## src/shared/rwc_regs.svh

```systemverilog
// Register offsets, field positions, reset values and timing counts
`ifndef RWC_REGS_SVH
`define RWC_REGS_SVH

// ==========================================================
// Register offsets (byte addresses)
`define RWC_ADDR_W        12
`define RWC_OFS_CAUSE     12'h000
`define RWC_OFS_WDCTL     12'h004

// ==========================================================
// Field positions
`define RWC_CAUSE_POR     0
`define RWC_CAUSE_PIN     1
`define RWC_CAUSE_BOD     2
`define RWC_CAUSE_WDOG    3
`define RWC_WD_PER_LO     0
`define RWC_WD_RE         3
`define RWC_WD_CE         4
`define RWC_WD_PER_HI     5
`define RWC_WD_IE         6
`define RWC_WD_IFLAG      7

// ==========================================================
// Reset and special values
`define RWC_CAUSE_RST     4'h1
`define RWC_PER_RST       4'h0
`define RWC_PER_LAST      4'h9
`define RWC_BOD_OFF       3'h7

// ==========================================================
// Timing
`define RWC_CLK_HZ        20000000
`define RWC_CLK_NS        50
`define RWC_OSC_HZ        128000
`define RWC_OSC_DIV       (`RWC_CLK_HZ / `RWC_OSC_HZ)
`define RWC_WD_BASE       2048
`define RWC_CE_CYC        4
`define RWC_BOD_MIN_NS    2000
`define RWC_BOD_MIN_CYC   ((`RWC_BOD_MIN_NS + `RWC_CLK_NS - 1) / `RWC_CLK_NS)
`define RWC_PIN_MIN_NS    2500
`define RWC_PIN_MIN_CYC   ((`RWC_PIN_MIN_NS + `RWC_CLK_NS - 1) / `RWC_CLK_NS)

`endif

```

## src/shared/rwc_pkg.sv

```systemverilog
// Types shared by the reset and watchdog controller
package rwc_pkg;

  typedef enum logic [1:0] {
    ST_RUN   = 2'b00,
    ST_HOLD  = 2'b01,
    ST_WDP   = 2'b10,
    ST_DELAY = 2'b11
  } rwc_state_e;

  typedef struct packed {
    logic [7:0]  div;
    logic [20:0] cnt;
    logic        expire;
  } rwc_wdog_s;

  typedef struct packed {
    logic [7:0] pin_cnt;
    logic [7:0] bod_cnt;
    logic       por_act;
    logic       pin_act;
    logic       bod_act;
  } rwc_src_s;

  typedef struct packed {
    rwc_state_e  state;
    logic [15:0] dly;
    logic [15:0] startup;
    logic        level2;
    logic        pin_dis;
    logic        bod_en;
    logic [3:0]  cause;
    logic        iflag;
    logic        ie;
    logic        ce;
    logic [1:0]  ce_cnt;
    logic        re;
    logic [3:0]  per;
    logic        wd_exp;
    logic        sys_rst_n;
    logic        irq;
    logic        bandgap;
    logic        pready;
    logic        pslverr;
    logic [31:0] prdata;
  } rwc_top_s;

endpackage : rwc_pkg

```

## src/shared/rwc_if.sv

```systemverilog
// Interfaces between the controller and its two helper modules
`timescale 1ns/100ps

interface rwc_wdog_if;
  logic       run;
  logic       restart;
  logic [3:0] period;
  logic       expire;
  modport ctl  (output run, output restart, output period, input expire);
  modport wdog (input run, input restart, input period, output expire);
endinterface : rwc_wdog_if

interface rwc_src_if;
  logic pin_dis;
  logic bod_en;
  logic sys_rel;
  logic por_act;
  logic pin_act;
  logic bod_act;
  modport ctl (output pin_dis, output bod_en, output sys_rel,
               input por_act, input pin_act, input bod_act);
  modport src (input pin_dis, input bod_en, input sys_rel,
               output por_act, output pin_act, output bod_act);
endinterface : rwc_src_if

```

## src/core/rwc_wdog.sv

```systemverilog
// Watchdog oscillator tick divider and time-out counter
`timescale 1ns/100ps
`include "rwc_regs.svh"

module rwc_wdog
  import rwc_pkg::*;
#(
  parameter int unsigned OSC_DIV = `RWC_OSC_DIV,
  parameter int unsigned WD_BASE = `RWC_WD_BASE
) (
  input wire logic   pclk,
  input wire logic   presetn,
  rwc_wdog_if.wdog   wd
);

  rwc_wdog_s q;
  rwc_wdog_s d;
  logic      tick;

  // Reserved codes fall back to the longest valid period
  function automatic logic [20:0] wd_limit(input logic [3:0] code);
    logic [3:0] eff;
    eff = (code > `RWC_PER_LAST) ? `RWC_PER_LAST : code;
    return (21'(WD_BASE) << eff) - 21'h000001;
  endfunction : wd_limit

  // ==========================================================
  // Next state
  always_comb begin
    d        = q;
    d.expire = 1'b0;
    tick     = (q.div == 8'(OSC_DIV - 1));
    d.div    = tick ? 8'h00 : q.div + 8'h01;
    if (!wd.run || wd.restart) begin
      d.cnt = 21'h000000;
    end else if (tick) begin
      if (q.cnt >= wd_limit(wd.period)) begin
        d.cnt    = 21'h000000;
        d.expire = 1'b1;
      end else begin
        d.cnt = q.cnt + 21'h000001;
      end
    end
  end

  always_ff @(posedge pclk or negedge presetn) begin
    if (!presetn) begin
      q <= '0;
    end else begin
      q <= d;
    end
  end

  assign wd.expire = q.expire;

endmodule : rwc_wdog

```

## src/core/rwc_rstsrc.sv

```systemverilog
// Reset source qualification and asynchronous port reset
`timescale 1ns/100ps
`include "rwc_regs.svh"

module rwc_rstsrc
  import rwc_pkg::*;
#(
  parameter int unsigned PIN_MIN = `RWC_PIN_MIN_CYC,
  parameter int unsigned BOD_MIN = `RWC_BOD_MIN_CYC
) (
  input  wire logic pclk,
  input  wire logic presetn,
  input  wire logic power_good,
  input  wire logic reset_pin_n,
  input  wire logic brownout_low,
  rwc_src_if.src    sr,
  output logic      io_rst_n
);

  localparam rwc_src_s SRC_RST = '{pin_cnt: 8'h00, bod_cnt: 8'h00,
                                   por_act: 1'b1, pin_act: 1'b0,
                                   bod_act: 1'b0};

  rwc_src_s q;
  rwc_src_s d;
  logic     io_q;
  logic     async_n;

  // Supply drop and an enabled reset pin pull the port reset with no clock needed
  assign async_n = presetn & power_good
                 & (reset_pin_n | sr.pin_dis);

  // ==========================================================
  // Qualification
  always_comb begin
    d         = q;
    d.por_act = ~power_good;
    if (reset_pin_n || sr.pin_dis) begin
      d.pin_cnt = 8'h00;
    end else if (q.pin_cnt != 8'(PIN_MIN)) begin
      d.pin_cnt = q.pin_cnt + 8'h01;
    end
    d.pin_act = (d.pin_cnt == 8'(PIN_MIN));
    // Dips shorter than the minimum never reach the controller
    if (!brownout_low || !sr.bod_en) begin
      d.bod_cnt = 8'h00;
    end else if (q.bod_cnt != 8'(BOD_MIN)) begin
      d.bod_cnt = q.bod_cnt + 8'h01;
    end
    d.bod_act = (d.bod_cnt == 8'(BOD_MIN));
  end

  always_ff @(posedge pclk or negedge presetn) begin
    if (!presetn) begin
      q <= SRC_RST;
    end else begin
      q <= d;
    end
  end

  // Released when the stretched internal reset ends, or on the next clock after a pin pulse too short to qualify
  always_ff @(posedge pclk or negedge async_n) begin
    if (!async_n) begin
      io_q <= 1'b0;
    end else begin
      io_q <= sr.sys_rel;
    end
  end

  assign io_rst_n   = io_q;
  assign sr.por_act = q.por_act;
  assign sr.pin_act = q.pin_act;
  assign sr.bod_act = q.bod_act;

endmodule : rwc_rstsrc

```

## src/core/rwc_top.sv

```systemverilog
// Reset controller with watchdog, cause flags and APB register access
//
// Local design decisions: the APB interface to the registers and the address map.
`timescale 1ns/100ps
`include "rwc_regs.svh"

// Contract
// - During reset I/O registers take initial values; release starts code.
// - Port reset asserts at once on any source, without a clock; here brown-out and watchdog reach it one clock after internal reset.
// - After all sources end, internal reset is stretched by a delay count.
// - Four causes: power-on, external pin, watchdog, enabled brown-out.
// - Supply rise starts the delay; supply drop resets immediately.
// - Pin held low long enough resets; its rising edge starts the delay.
// - Reset pin disable fuse makes the pin ignored.
// - Enabled brown-out low resets at once; recovery starts the delay.
// - Brown-out counts only if it lasts past the minimum duration.
// - Watchdog reset is a one-cycle pulse; delay starts after it.
// - Bandgap on if brown-out fuse, comparator select or ADC enable.
// - Watchdog counts ticks of a 128 kHz oscillator rate.
// - Watchdog counter clears on restart, when disabled, and on reset.
// - Ten selectable periods; expiry in reset mode resets the chip.
// - Expiry may raise an interrupt flag instead of a reset.
// - Always-on fuse picks level 1 or level 2 watchdog safety.
// - Level 1: writing reset-enable one enables with no sequence.
// - Level 2: watchdog stays enabled and reset-enable reads one.
// - Cause register bits 7..4 read zero.
// - Watchdog flag set by watchdog reset, cleared by power-on or zero.
// - Brown-out, pin, power-on flags; power-on flag cleared by zero only.
// - Change enable clears itself four cycles after being written.
// - Reset-enable forced one while the watchdog cause flag is set.
// - Codes pick 2048 to 1048576 cycles; reserved codes fall back.
module rwc_top
  import rwc_pkg::*;
#(
  parameter int unsigned OSC_DIV = `RWC_OSC_DIV,
  parameter int unsigned WD_BASE = `RWC_WD_BASE,
  parameter int unsigned PIN_MIN = `RWC_PIN_MIN_CYC,
  parameter int unsigned BOD_MIN = `RWC_BOD_MIN_CYC
) (
  input  wire logic                   pclk,
  input  wire logic                   presetn,
  input  wire logic                   psel,
  input  wire logic                   penable,
  input  wire logic                   pwrite,
  input  wire logic [`RWC_ADDR_W-1:0] paddr,
  input  wire logic [31:0]            pwdata,
  output logic      [31:0]            prdata,
  output logic                        pready,
  output logic                        pslverr,
  input  wire logic                   power_good,
  input  wire logic                   reset_pin_n,
  input  wire logic                   brownout_low,
  input  wire logic [2:0]             brownout_level_fuse,
  input  wire logic                   reset_pin_disable_fuse,
  input  wire logic                   wdog_always_on_fuse,
  input  wire logic [15:0]            startup_cycles,
  input  wire logic                   comparator_bandgap_select,
  input  wire logic                   adc_enable,
  input  wire logic                   wdog_restart_instruction,
  output logic                        sys_rst_n,
  output logic                        io_rst_n,
  output logic                        wdog_irq,
  output logic                        bandgap_en
);

  localparam rwc_top_s TOP_RST = '{
    state:     ST_HOLD,
    dly:       16'h0000,
    startup:   16'h0000,
    level2:    1'b0,
    pin_dis:   1'b0,
    bod_en:    1'b0,
    cause:     `RWC_CAUSE_RST,
    iflag:     1'b0,
    ie:        1'b0,
    ce:        1'b0,
    ce_cnt:    2'h0,
    re:        1'b0,
    per:       `RWC_PER_RST,
    wd_exp:    1'b0,
    sys_rst_n: 1'b0,
    irq:       1'b0,
    bandgap:   1'b0,
    pready:    1'b0,
    pslverr:   1'b0,
    prdata:    32'h00000000
  };

  rwc_top_s   q;
  rwc_top_s   d;
  logic       hard;
  logic       wd_rst;
  logic       set_if;
  logic       acc;
  logic       wr_cause;
  logic       wr_ctl;
  logic       second_step;
  logic       hit;
  logic [3:0] w_per;
  logic [31:0] rd;

  rwc_wdog_if wd ();
  rwc_src_if  sr ();

  // ==========================================================
  // Helpers
  rwc_wdog #(
    .OSC_DIV (OSC_DIV),
    .WD_BASE (WD_BASE)
  ) u_wdog (
    .pclk    (pclk),
    .presetn (presetn),
    .wd      (wd)
  );

  rwc_rstsrc #(
    .PIN_MIN (PIN_MIN),
    .BOD_MIN (BOD_MIN)
  ) u_src (
    .pclk         (pclk),
    .presetn      (presetn),
    .power_good   (power_good),
    .reset_pin_n  (reset_pin_n),
    .brownout_low (brownout_low),
    .sr           (sr),
    .io_rst_n     (io_rst_n)
  );

  assign wd.run     = (q.state == ST_RUN) && (q.re || q.ie);
  assign wd.restart = wdog_restart_instruction;
  assign wd.period  = q.per;
  assign sr.pin_dis = q.pin_dis;
  assign sr.bod_en  = q.bod_en;
  assign sr.sys_rel = q.sys_rst_n;

  // ==========================================================
  // Next state
  always_comb begin
    d      = q;
    hard   = sr.por_act | sr.pin_act | sr.bod_act;
    wd_rst = 1'b0;
    set_if = 1'b0;
    acc    = psel & penable & q.pready;
    wr_cause    = acc && pwrite && (paddr == `RWC_OFS_CAUSE);
    wr_ctl      = acc && pwrite && (paddr == `RWC_OFS_WDCTL);
    second_step = wr_ctl && q.ce && !pwdata[`RWC_WD_CE];
    w_per = {pwdata[`RWC_WD_PER_HI],
             pwdata[`RWC_WD_PER_LO+2:`RWC_WD_PER_LO]};

    // Expiry action by mode; level 2 always resets
    d.wd_exp = wd.expire;
    if (q.wd_exp && q.state == ST_RUN) begin
      if (q.level2 || (q.re && (!q.ie || q.iflag))) begin
        wd_rst = 1'b1;
      end
      if (!q.level2 && q.ie && !(q.re && q.iflag)) begin
        set_if = 1'b1;
      end
    end

    // Stretching state machine
    case (q.state)
      ST_RUN: begin
        if (hard) begin
          d.state = ST_HOLD;
        end else if (wd_rst) begin
          d.state = ST_WDP;
        end
      end
      ST_HOLD: begin
        if (!hard) begin
          d.state = ST_DELAY;
          d.dly   = q.startup;
        end
      end
      ST_WDP: begin
        // Delay begins once the one-cycle pulse ends
        d.state = hard ? ST_HOLD : ST_DELAY;
        d.dly   = q.startup;
      end
      ST_DELAY: begin
        if (hard) begin
          d.state = ST_HOLD;
        end else if (q.dly == 16'h0000) begin
          d.state = ST_RUN;
        end else begin
          d.dly = q.dly - 16'h0001;
        end
      end
      default: begin
        d.state = ST_HOLD;
      end
    endcase
    d.sys_rst_n = (d.state == ST_RUN);

    // Configuration is caught only while reset is held
    if (q.state != ST_RUN) begin
      d.level2  = wdog_always_on_fuse;
      d.pin_dis = reset_pin_disable_fuse;
      d.bod_en  = (brownout_level_fuse != `RWC_BOD_OFF);
      d.startup = startup_cycles;
    end

    // Cause flags: clear by zero write, then hardware sets win
    if (wr_cause) begin
      d.cause = q.cause & pwdata[3:0];
    end
    if (sr.por_act) begin
      d.cause = `RWC_CAUSE_RST;
    end else begin
      if (sr.pin_act) begin
        d.cause[`RWC_CAUSE_PIN] = 1'b1;
      end
      if (sr.bod_act) begin
        d.cause[`RWC_CAUSE_BOD] = 1'b1;
      end
      if (wd_rst) begin
        d.cause[`RWC_CAUSE_WDOG] = 1'b1;
      end
    end

    // Watchdog control
    if (q.state != ST_RUN) begin
      d.ie     = 1'b0;
      d.iflag  = 1'b0;
      d.ce     = 1'b0;
      d.ce_cnt = 2'h0;
      d.re     = 1'b0;
      d.per    = `RWC_PER_RST;
    end else begin
      if (q.ce) begin
        if (q.ce_cnt == 2'h0) begin
          d.ce = 1'b0;
        end else begin
          d.ce_cnt = q.ce_cnt - 2'h1;
        end
      end
      if (wr_ctl) begin
        d.ie = pwdata[`RWC_WD_IE];
        if (pwdata[`RWC_WD_IFLAG]) begin
          d.iflag = 1'b0;
        end
        if (!q.level2) begin
          d.per = w_per;
          if (pwdata[`RWC_WD_RE]) begin
            d.re = 1'b1;
          end else if (second_step) begin
            d.re = 1'b0;
          end
        end else if (second_step) begin
          d.per = w_per;
        end
        if (pwdata[`RWC_WD_CE] && pwdata[`RWC_WD_RE]) begin
          d.ce     = 1'b1;
          d.ce_cnt = 2'(`RWC_CE_CYC - 1);
        end else if (!pwdata[`RWC_WD_CE]) begin
          d.ce = 1'b0;
        end
      end
      if (set_if) begin
        d.iflag = 1'b1;
      end
    end
    // Level 2 and a pending watchdog cause both pin the enable high
    d.re = d.re | d.level2 | d.cause[`RWC_CAUSE_WDOG];

    d.irq     = d.iflag & d.ie;
    d.bandgap = d.bod_en | comparator_bandgap_select
              | adc_enable;

    // APB slave: one wait state, registered answer
    hit = (paddr == `RWC_OFS_CAUSE) || (paddr == `RWC_OFS_WDCTL);
    case (paddr)
      `RWC_OFS_CAUSE: rd = {28'h0000000, q.cause};
      `RWC_OFS_WDCTL: rd = {24'h000000, q.iflag, q.ie, q.per[3], q.ce,
                            q.re, q.per[2:0]};
      default:        rd = 32'h00000000;
    endcase
    d.pready = psel & penable & ~q.pready;
    if (psel && penable && !q.pready) begin
      d.prdata  = rd;
      d.pslverr = !hit;
    end else begin
      d.pslverr = 1'b0;
    end
  end

  always_ff @(posedge pclk or negedge presetn) begin
    if (!presetn) begin
      q <= TOP_RST;
    end else begin
      q <= d;
    end
  end

  // ==========================================================
  // Outputs
  assign prdata     = q.prdata;
  assign pready     = q.pready;
  assign pslverr    = q.pslverr;
  assign sys_rst_n  = q.sys_rst_n;
  assign wdog_irq   = q.irq;
  assign bandgap_en = q.bandgap;

endmodule : rwc_top

```

## config.mk

```make
export PLATFORM = sky130hd
export DESIGN_NAME = rwc_top
export DESIGN_NICKNAME = d
export VERILOG_FILES = /design/src/shared/rwc_pkg.sv /design/src/shared/rwc_if.sv /design/src/core/rwc_wdog.sv /design/src/core/rwc_rstsrc.sv /design/src/core/rwc_top.sv
export VERILOG_INCLUDE_DIRS = /design/src /design/src/shared
export SDC_FILE = /design/constraint.sdc
export NUM_CORES = 1
export LEC_CHECK = 0
export ABC_CLOCK_PERIOD_IN_PS = 800
export CAP_MARGIN = 20
export CELL_PAD_IN_SITES_DETAIL_PLACEMENT = 1
export CELL_PAD_IN_SITES_GLOBAL_PLACEMENT = 1
export CORE_MARGIN = 1
export CORE_UTILIZATION = 44
export DETAILED_ROUTE_END_ITERATION = 12
export DONT_BUFFER_PORTS = 1
export PLACE_DENSITY_LB_ADDON = 0.1
export SLEW_MARGIN = 5
export SYNTH_ARGS = -nofsm -noshare
export SYNTH_HDL_FRONTEND = slang
export SYNTH_HIERARCHICAL = 1
export SYNTH_SLANG_ARGS = --single-unit
```

## constraint.sdc

```tcl
create_clock -name pclk -period 0.8 [get_ports pclk]
set_input_delay 0.08 -clock pclk [delete_from_list [all_inputs] [get_ports pclk]]
set_output_delay 0.08 -clock pclk [all_outputs]
set_load 0.01 [all_outputs]
```

==> impl_results.md, run 1 <==
* Seq pwr share at 33.9%
* Clk Latency, worst-skew pair at 0.43 ns
* Sw Ratio at 28.9%
* Slew @ Worst Pin at 0.622 ns
* Routed WL at 33700 um
* Final core occ at 72.8%
* Crit path buf inv count at 4
* Critical path, cell by cell: buf_4 -> nand3b_1 -> ha_4 -> buf_4 -> xor2_1 -> ha_1 -> nand4_1 -> nor3_2 -> a211oi_4 -> buf_12 -> buf_12 -> a41oi_2 -> mux2i_1
* Max Clock Skew at 0.0109 ns
* CTS Hold Buffers Added at 30
* Cell family with most CP delay: simple AND/OR/NAND/NOR gates
* Synth Register Bits at 115
* Port Buffers at 0
* Final-report max-slew violation count at 0
* Via count at 7312
* H-tree depth at 4
* Fin crit share at 373%
* First-pass GRT wire length at 44000 um
* Die ar. at 15400 um^2
* Worst hold-check path type: input port to async pin
* Initial antenna violation count at 0
* Layout area overhead at 60.9%
* Critical path arrival at 3.29 ns
* Synthesized instance count at 697
* NumNets Final at 1029
* Worst Setup End Kind: flip-flop
* Worst path slowest cell: dfrtp_1
* Initial Util at 45.2%
* Max_slew headroom at 57.9%
* Cell Area, Synth at 6580 um^2
* XOR/XNOR Fraction of Synth Area at 2.66%
* Site Rows at 44
* Filler cells at 1442
* Combinational Power Share at 20.0%
* Antenna-violating nets left at 0
* Switching power at 5470 uW
* Ranking of synthesized cells by area: dfrtp_1, nand2_1, buf_4
* CTS tree: built
* Gr ovfl total at 0
* Violated checks: negative hold slack, negative setup slack
* Top cell type by total area after synthesis: dfrtp_1
* Vias in the first global route at 7788
* Commonest cells post-synth: dfrtp_1, nand2_1, nor2_1
* Number of enable flip-flop cells after synthesis at 0
* DIE HEIGHT at 124 um
* Power density cells at 1790 nW/um^2
* Overall routing resource usage at 37.0%
* DIE WIDTH at 124 um
* Yosys top cell area share at 42.6%
* Layout cell share with drive strength beyond 1 at 49.5%
* Largest net degree at the start of global routing at 116
* Final hold vios at 120
* Final setup fails at 126
* Syn avg cell area at 9.44 um^2
* TritonCTS buffer count at 17
* Worst reg-to-reg path cell count at 13
* Max-cap violations at 0
* CP Class: flip-flop to flip-flop
* CTS Buffer Depth at 2
* RSZ-0062 raised after global routing: yes
* Clock sink count at 115
* Fin crit period at 2.99 ns
* Largest family of logic cells by synthesized area: simple AND/OR/NAND/NOR gates
* Static Leak at 0.00473 uW
* Ys async rst share at 100%
* Critical R2R Capture: u_wdog/q[8]
* Outcome: finished with violations
* Clock transition at path regs at 0.06 ns
* Placeable Area at 14500 um^2
* Crit path launch type: flip-flop
* HPWL after DPL at 14200 um
* Residual DRC at 0
* Seq/Total Area, Yosys at 43.8%
* Setup ws final at -2.19 ns
* Routed length per instance at 29.8 um
* Simple-Gate Fraction of Synth Area at 24.8%
* Adder-cell share of the synthesized area at 3.61%
* Iter 0 DRT Violations at 576
* # IOs at 114
* Netlist cell types at 79
* RD Place Congestion at 0.887
* Prevailing post-synth register cell: dfrtp_1
* Vias/cell at 6.47
* Post-synthesis compound-gate area fraction at 14.7%
* Critical path's largest stage delay at 0.38 ns
* Worst path required time at 1.10 ns
* Root Buffer: clkbuf_16
* Clk pwr share at 46.2%
* R2r setup slk at -2.19 ns
* Hold_ws at -0.664 ns
* Synth Warn # at 6
* RR Startpoint: wd.period[1]
* Max IR drop VDD at 1540 uV
* Most frequent cell after synthesis: dfrtp_1
* Internal at 13500 uW
* FMAX at 335 MHz
* Mux contribution to synthesized area at 2.44%
* Crit path max fanout at 8
* DRT Pass-1 Iters at 6
* N_diodes at 0
## repair_timing
action	CTS	global route
cloned	5	0
setup endpoints to repair	126	127
hold endpoints to repair	166	120
pin swaps	85	45
buffers inserted	28	17
resized for setup	171	92
## logic make-up (layout without fill, tap and decap cells)
logic type	Yosys count	count (layout)
AND/OR/NAND/NOR	298	299
AO/OA/AOI/OAI	140	141
flip-flops	115	115
buffers and inverters	87	312
XOR/XNOR	20	20
adder cells (fa/ha/maj)	19	19
multiplexers	16	16
other	2	25
## metrics by stage
step	power [uW]	area [um^2]	worst slack [ns]	TNS, ns	std cells
3_3_place_gp	8670	8190	-1.92	-93.99	1029
2_1_floorplan	7740	7030	-1.82	-84.44	720
3_5_place_dp	8780	8190	-2.05	-99.90	1029
6_report	19000	10600	-2.19	-118.28	1131
5_1_grt	19300	10600	-2.24	-123.05	1131
4_1_cts	17800	10100	-1.95	-102.08	1119
## power by group through the flow
stage	combinational, uW	sequential (uW)	clock [uW]
finish	3790	6420	8760
global route	3880	6440	8990
CTS	2920	6340	8560
detailed placement	2350	6420	0
global placement	2260	6410	0
floorplan	1280	6460	0
## cells in the final DEF (no fill, tap or decap), types with 20 or more instances in the layout
cell | synthesis | layout
buf_4 | 34 | 157
dfrtp_1 | 112 | 109
conb_1 | 2 | 25
a21oi_1 | 30 | 22
nand2_2 | 0 | 25
nor2_1 | 59 | 41
nand2_1 | 103 | 70
dlygate4sd3_1 | 0 | 30
inv_1 | 24 | 20
buf_6 | 3 | 54
## routing by layer
metal	global-route usage (%)	up-vias	wire length [um]
li1	-	2909	-
met4	18.9	0	2490
met2	65.8	463	17300
met3	8.81	218	2220
met1	40.8	3722	11800
met5	0	-	0
## sequential cells by signal, indices dropped and copies added (netlist names), 4 cells and up
| signal | cells |
|---|---|
| prdata | 8 |
| q | 46 |
| u_src/q | 16 |
| u_wdog/q | 29 |
| wd.period | 4 |
## layout make-up
class	count	area, um^2	share of cell area, %
Sequential cell	115	2890	27.3
Clock buffer	24	512	4.84
Clock inverter	8	145	1.37
Tap cell	184	230	2.18
Timing Repair Buffer	255	2350	22.2
Multi-Input combinational cell	520	4360	41.2
Inverter	25	101	0.958
## worst max-delay path by stage
stage | end | startpoint | depth (start not counted) | slack [ns]
after floorplan | u_wdog/q[11] | wd.period[0] | 12 | -1.82
after global placement | u_wdog/q[5] | wd.period[0] | 12 | -1.92
after detailed placement | u_wdog/q[5] | wd.period[0] | 13 | -2.05
after CTS | u_wdog/q[8] | wd.period[1] | 13 | -1.95
after global routing | u_wdog/q[8] | wd.period[1] | 13 | -2.24
final | u_wdog/q[8] | wd.period[1] | 13 | -2.19
No activity file was read; power rests on OpenSTA's default activity.
==> run 2, diff against run 1 <==
--- a/config.mk
+++ b/config.mk
@@ -18,5 +18,4 @@
 export SLEW_MARGIN = 5
 export SYNTH_ARGS = -nofsm -noshare
 export SYNTH_HDL_FRONTEND = slang
-export SYNTH_HIERARCHICAL = 1
 export SYNTH_SLANG_ARGS = --single-unit
==> run 2 against run 1 <==
The flow still finishes with violations (negative hold slack, negative setup slack). Critical path depth rose by 1. Sequential share of layout area rose by 1.4 points. Register-to-register slack worse by 0.39 ns. Critical endpoint is now u_wdog.q[14]. Largest cell class unchanged.
==> impl_results.md, run 2 <==
* Hold_ws at -0.670 ns
* Slew @ Worst Pin at 0.794 ns
* Simple-Gate Fraction of Synth Area at 22.7%
* RSZ-0062 raised after global routing: yes
* Max-cap violations at 0
* Max_slew headroom at 46.7%
* Largest register by flop count: q
* Fin crit share at 423%
* Largest net degree at the start of global routing at 116
* Critical path arrival at 3.69 ns
* Worst path required time at 1.11 ns
* CTS Hold Buffers Added at 34
* Clock transition at path regs at 0.06 ns
* Post-synthesis compound-gate area fraction at 14.7%
* Final setup fails at 126
* Adder-cell share of the synthesized area at 3.67%
* Port Buffers at 0
* Dpl cells at 968
* CTS Buffer Depth at 2
* Gr ovfl total at 0
* Iter 0 DRT Violations at 732
* Commonest cells post-synth: dfrtp_1, nand2_1, nor2_1
* Layout cell share with drive strength beyond 1 at 47.8%
* Max Clock Skew at 0.00678 ns
* DRT Pass-1 Iters at 5
* Antenna-violating nets left at 0
* Worst Setup End Kind: flip-flop
* Sequential cell area at 2890 um^2
* Placeable Area at 13400 um^2
* Routed length per instance at 32.2 um
* CP Class: flip-flop to flip-flop
* Initial Util at 45.8%
* Power density cells at 1710 nW/um^2
* Setup TNS at -132.83 ns
* XOR/XNOR Fraction of Synth Area at 3.14%
* Design area at 10100 um^2
* Final-report max-slew violation count at 0
* Layout area overhead at 63.9%
* Outcome: finished with violations
* FMAX at 296 MHz
* Fin crit period at 3.38 ns
* Crit path launch type: flip-flop
* Ranking of synthesized cells by area: dfrtp_1, nand2_1, buf_4
* DIE HEIGHT at 120 um
* DIE WIDTH at 120 um
* Root Buffer: clkbuf_16
* CTS tree: built
* Routed WL at 34900 um
* Largest family of logic cells by synthesized area: simple AND/OR/NAND/NOR gates
* Top cell type by total area after synthesis: dfrtp_1
* Ys async rst share at 100%
* Violated checks: negative hold slack, negative setup slack
* Setup ws final at -2.58 ns
* Prevailing post-synth register cell: dfrtp_1
* # IOs at 114
* RD Place Congestion at 0.831
* Max reg flops at 46
* HPWL after DPL at 12700 um
* Residual DRC at 0
* Final std cells w/o fill at 1084
* H-tree depth at 4
* Synth Register Bits at 115
* Mux contribution to synthesized area at 1.82%
* Yosys top cell area share at 45.7%
* Synthesized instance count at 672
* Max IR drop VDD at 1930 uV
* Final hold vios at 121
* Worst hold-check path type: input port to async pin
* Multi-input logic area at 4110 um^2
* Most frequent cell after synthesis: dfrtp_1
* Vias/cell at 6.58
* NumNets Final at 988
* Final core occ at 75.0%
* Cell Area, Synth at 6130 um^2
* Commonest non-fill, non-tap cell in the layout: buf_4
* Clk Latency, worst-skew pair at 0.45 ns
* Die ar. at 14400 um^2
* Total Power at 17200 uW
* Static Leak at 0.00439 uW
* Clock sink count at 115
* Initial antenna violation count at 3
* TritonCTS buffer count at 17
* Vias in the first global route at 7376
* Most frequent cells in the layout: buf_4, dfrtp_1, nand2_1, buf_6, nor2_1
* Seq/Total Area, Yosys at 47.0%
* First-pass GRT wire length at 41600 um
* Filler cells at 1325
* Syn avg cell area at 9.13 um^2
* Overall routing resource usage at 39.0%
* Largest regs: q: 46 flops, u_wdog.q: 29 flops, u_src.q: 16 flops
* Site Rows at 42
* Number of enable flip-flop cells after synthesis at 0
* Via count at 7128
* Area post-placement at 7500 um^2
* Crit path max fanout at 7
* Netlist cell types at 55
* Synth Warn # at 0
[run 2: cell types whose count changed after synthesis, moves of 8 or more]
cell,change
a31oi_1,+11
nand3_1,+8
a21oi_1,+13
o21ai_0,+14
inv_1,-9
nand4_1,-11
[run 2: path summary, 6_finish.rpt]
path / from / to / slack [ns] / cells past startpoint
max: wd.period[1] / u_wdog.q[14] / -2.58 / 14
min: presetn / u_src.q[15] / -0.67 / 0
max in group asynchronous: sr.pin_dis / u_src.io_rst_n / 0.13 / 3
min reg2reg: u_wdog.wd.expire / q[37] / 0.36 / 0
min in group pclk: reset_pin_n / u_src.q[15] / -0.14 / 2
max reg2reg: wd.period[1] / u_wdog.q[14] / -2.58 / 14
[run 2: critical path, cell delays in order, from the launching register on]
cell      delay [ns]
dfrtp_1         0.46
or2_4           0.31
nand2b_4        0.17
ha_4            0.19
nor3_4          0.16
a21o_1          0.14
a32oi_2         0.14
ha_2            0.35
nand4_1         0.22
nor4_4          0.36
a211oi_4        0.09
buf_6           0.17
buf_12          0.13
a22oi_1         0.20
o31ai_2         0.12
[run 2: cell families (layout without fill, tap and decap cells)]
logic type,after synthesis,count (layout)
AOI/OAI and AO/OA,150,150
adders and majority gates,18,18
buffers and inverters,71,282
xor gates and xnor gates,22,22
and+or+nand+nor,283,283
muxes,11,11
DFF,115,115
other,2,27
[run 2: final cells by class]
class / count / area share (%)
antenna: 2 / 0.0498
clock buffer: 25 / 4.93
clock inverter: 6 / 0.548
inverter: 15 / 0.585
multi-input combinational: 509 / 40.9
sequential: 115 / 28.7
tap: 176 / 2.19
timing repair buffer: 236 / 22.1
[run 2: per-layer routing]
layer | vias to the layer above | global-route usage, % | part of all wire (%)
met4 | 0 | 24.0 | 9.2
met5 | - | 0 | 0
met2 | 547 | 69.7 | 49
met3 | 268 | 8.56 | 7.4
li1 | 2767 | - | -
met1 | 3546 | 41.6 | 34
[run 2: power by group]
part | internal (uW) | total [uW] | switching, uW
sequential | 6080 | 6390 | 308
clock | 4550 | 7580 | 3030
combinational | 1420 | 3230 | 1810
[run 2: metrics by stage]
step           worst slack (ns)  hold slack [ns]
3_3_place_gp              -2.00           -0.213
3_5_place_dp              -2.13           -0.212
2_1_floorplan             -2.01           -0.216
5_1_grt                   -2.74           -0.680
4_1_cts                   -2.10           -0.664
6_report                  -2.58           -0.670
[run 2: what timing repair did]
action / CTS / global route
gates cloned: 6 / 2
endpoints found under the hold margin: 165 / 120
resized for setup: 145 / 146
pin swaps: 58 / 55
buffers inserted: 41 / 30
endpoints found under the setup margin: 125 / 126
==> run 3, diff against run 2 <==
--- a/config.mk
+++ b/config.mk
@@ -6,12 +6,12 @@
 export SDC_FILE = /design/constraint.sdc
 export NUM_CORES = 1
 export LEC_CHECK = 0
-export ABC_CLOCK_PERIOD_IN_PS = 800
+export ABC_CLOCK_PERIOD_IN_PS = 4100
 export CAP_MARGIN = 20
 export CELL_PAD_IN_SITES_DETAIL_PLACEMENT = 1
 export CELL_PAD_IN_SITES_GLOBAL_PLACEMENT = 1
 export CORE_MARGIN = 1
-export CORE_UTILIZATION = 44
+export CORE_UTILIZATION = 52
 export DETAILED_ROUTE_END_ITERATION = 12
 export DONT_BUFFER_PORTS = 1
 export PLACE_DENSITY_LB_ADDON = 0.1
==> constraint.sdc (replaced) <==
create_clock -name pclk -period 4.1 [get_ports pclk]
set_input_delay 0.41 -clock pclk [delete_from_list [all_inputs] [get_ports pclk]]
set_output_delay 0.41 -clock pclk [all_outputs]
set_load 0.01 [all_outputs]
==> run 3 against run 2 <==
The run now ends clean. Via count decreased by 32%. Sequential power decreased by 81%. Worst setup slack improved by 3.1 ns.
==> impl_results.md, run 3 (synthesis gave the netlist of run 2 again) <==
* Die ar. at 12200 um^2
* DIE HEIGHT at 111 um
* Layout area overhead at 10.3%
* N_diodes at 0
* Clk Latency, worst-skew pair at 0.42 ns
* Critical path's largest stage delay at 0.46 ns
* Routed length per instance at 18.4 um
* RD Place Congestion at 0.782
* NumNets Final at 760
* HPWL after DPL at 10200 um
* CTS Buffer Depth at 2
* Fin crit period at 3.58 ns
* Fin crit share at 87.4%
* CP most frequent cell: ha_1
* RSZ-0062 raised after global routing: no
* Max Clock Skew at 0.00793 ns
* Static Leak at 0.00292 uW
* Gr ovfl total at 0
* Antenna-violating nets left at 0
* Worst path slowest cell: dfrtp_1
* Power density cells at 453 nW/um^2
* Critical path arrival at 3.92 ns
* Slew @ Worst Pin at 0.864 ns
* Resize count post-CTS at 0
* Placeable Area at 11500 um^2
* Largest regs: q: 46 flops, u_wdog.q: 29 flops, u_src.q: 16 flops
* Worst Setup End Kind: flip-flop
* Outcome: complete, no violations
* # IOs at 114
* Most frequent cells in the layout: dfrtp_1, nand2_1, nor2_1, o21ai_0, a21oi_1
* Crit path max fanout at 17
* Filler cells at 1298
* Initial Util at 53.5%
* H-tree depth at 4
* Port Buffers at 0
* CP Launch Point: wd.period[1]
* DIE WIDTH at 111 um
* Final-report max-slew violation count at 0
* Residual DRC at 0
* FMAX at 279 MHz
* Largest register by flop count: q
* TritonCTS buffer count at 17
* Max_slew headroom at 41.9%
* Via count at 4869
* CTS tree: built
* Routed WL at 15200 um
* Worst hold-check path type: input port to async pin
* Total Power at 3060 uW
* RR Startpoint: wd.period[1]
* Worst path required time at 4.43 ns
* Root Buffer: clkbuf_16
* Final setup fails at 0
* Multi-input logic area at 2930 um^2
* Commonest non-fill, non-tap cell in the layout: dfrtp_1
* Vias in the first global route at 5182
* First-pass GRT wire length at 25800 um
* Clock sink count at 115
* Clock transition at path regs at 0.05 ns
* Site Rows at 39
* Largest net degree at the start of global routing at 116
* Max reg flops at 46
* Sequential cell area at 2880 um^2
* Vias/cell at 5.92
* Initial antenna violation count at 0
* Final std cells w/o fill at 822
* Dpl cells at 787
* Max-cap violations at 0
* Layout cell share with drive strength beyond 1 at 8.25%
* Setup TNS at 0 ns
* Max IR drop VDD at 371 uV
* CP Class: flip-flop to flip-flop
* DRT Pass-1 Iters at 4
* Critical path, cell by cell: or2_2 -> nand2b_1 -> ha_1 -> nor3_1 -> a21o_1 -> a32oi_1 -> ha_1 -> a211o_1 -> a21oi_1 -> nand3_1 -> a211oi_4 -> buf_4 -> o21ai_0 -> a31oi_1
* Crit path launch type: flip-flop
* Iter 0 DRT Violations at 252
* Final hold vios at 0
* Overall routing resource usage at 26.4%
==> run 3: cell types whose count changed in the layout (fill, tap and decap cells not counted), sizes merged <==
cell	before	now
buf	201	6
dlygate4sd3	34	2
clkbuf	26	22
bufinv	1	4
diode	2	0
clkinvlp	0	1
==> run 3: path summary, 6_finish.rpt <==
| check | end | slack, ns | cells past startpoint |
|---|---|---|---|
| hold reg to reg | q[37] | 0.38 | 0 |
| setup / recovery | u_wdog.q[6] | 0.52 | 14 |
| hold / removal | u_src.io_rst_n | 0.04 | 2 |
| min in group pclk | q[64] | 0.11 | 2 |
| max in group asynchronous | u_src.io_rst_n | 2.92 | 3 |
| setup reg to reg | u_wdog.q[6] | 0.52 | 14 |
==> run 3: layer usage <==
layer  wire (um)  GRT usage (%)  up-vias
li1            -              -     2309
met1        6740           33.1     2463
met2        7760           44.9       79
met3         427           5.65       18
met4         219           9.78        0
met5           0              0        -
==> run 3: cell type report <==
cell class | instances | area share (%)
Multi-Input combinational cell | 509 | 43.2
Sequential cell | 115 | 42.6
Clock buffer | 22 | 7.16
Tap cell | 143 | 2.65
Clock inverter | 10 | 2.26
Timing Repair Buffer | 8 | 1.26
Inverter | 15 | 0.832
==> run 3: report_power, final <==
part           total [uW]  internal (uW)  switching [uW]
Sequential           1240           1190            49.0
Clock                1600           1070             521
Combinational         232           76.9             156
==> run 3: through the flow <==
stage	worst slack (ns)	hold slack [ns]	util, %	cell area [um^2]
2_1_floorplan	1.08	0.114	-	6220
3_3_place_gp	0.735	0.117	53.0	6080
3_5_place_dp	0.606	0.117	53.0	6080
4_1_cts	0.532	0.00420	59.0	6760
5_1_grt	0.312	0.0291	59.0	6760
6_report	0.517	0.0355	59.0	6760
==> run 3: repair_timing <==
item                      4_1_cts  5_1_grt
hold buffers                    3        0
hold endpoints to repair      116        0
setup buffers                   0        0
==> run 3: worst max-delay path: cells and delay by family, from the launching register on <==
family / cells / cell delay (ns)
buffers and inverters: 1 / 0.29
flip-flops: 1 / 0.46
AO/OA/AOI/OAI: 7 / 1.44
AND/OR/NAND/NOR: 4 / 0.82
adder cells (fa/ha/maj): 2 / 0.46
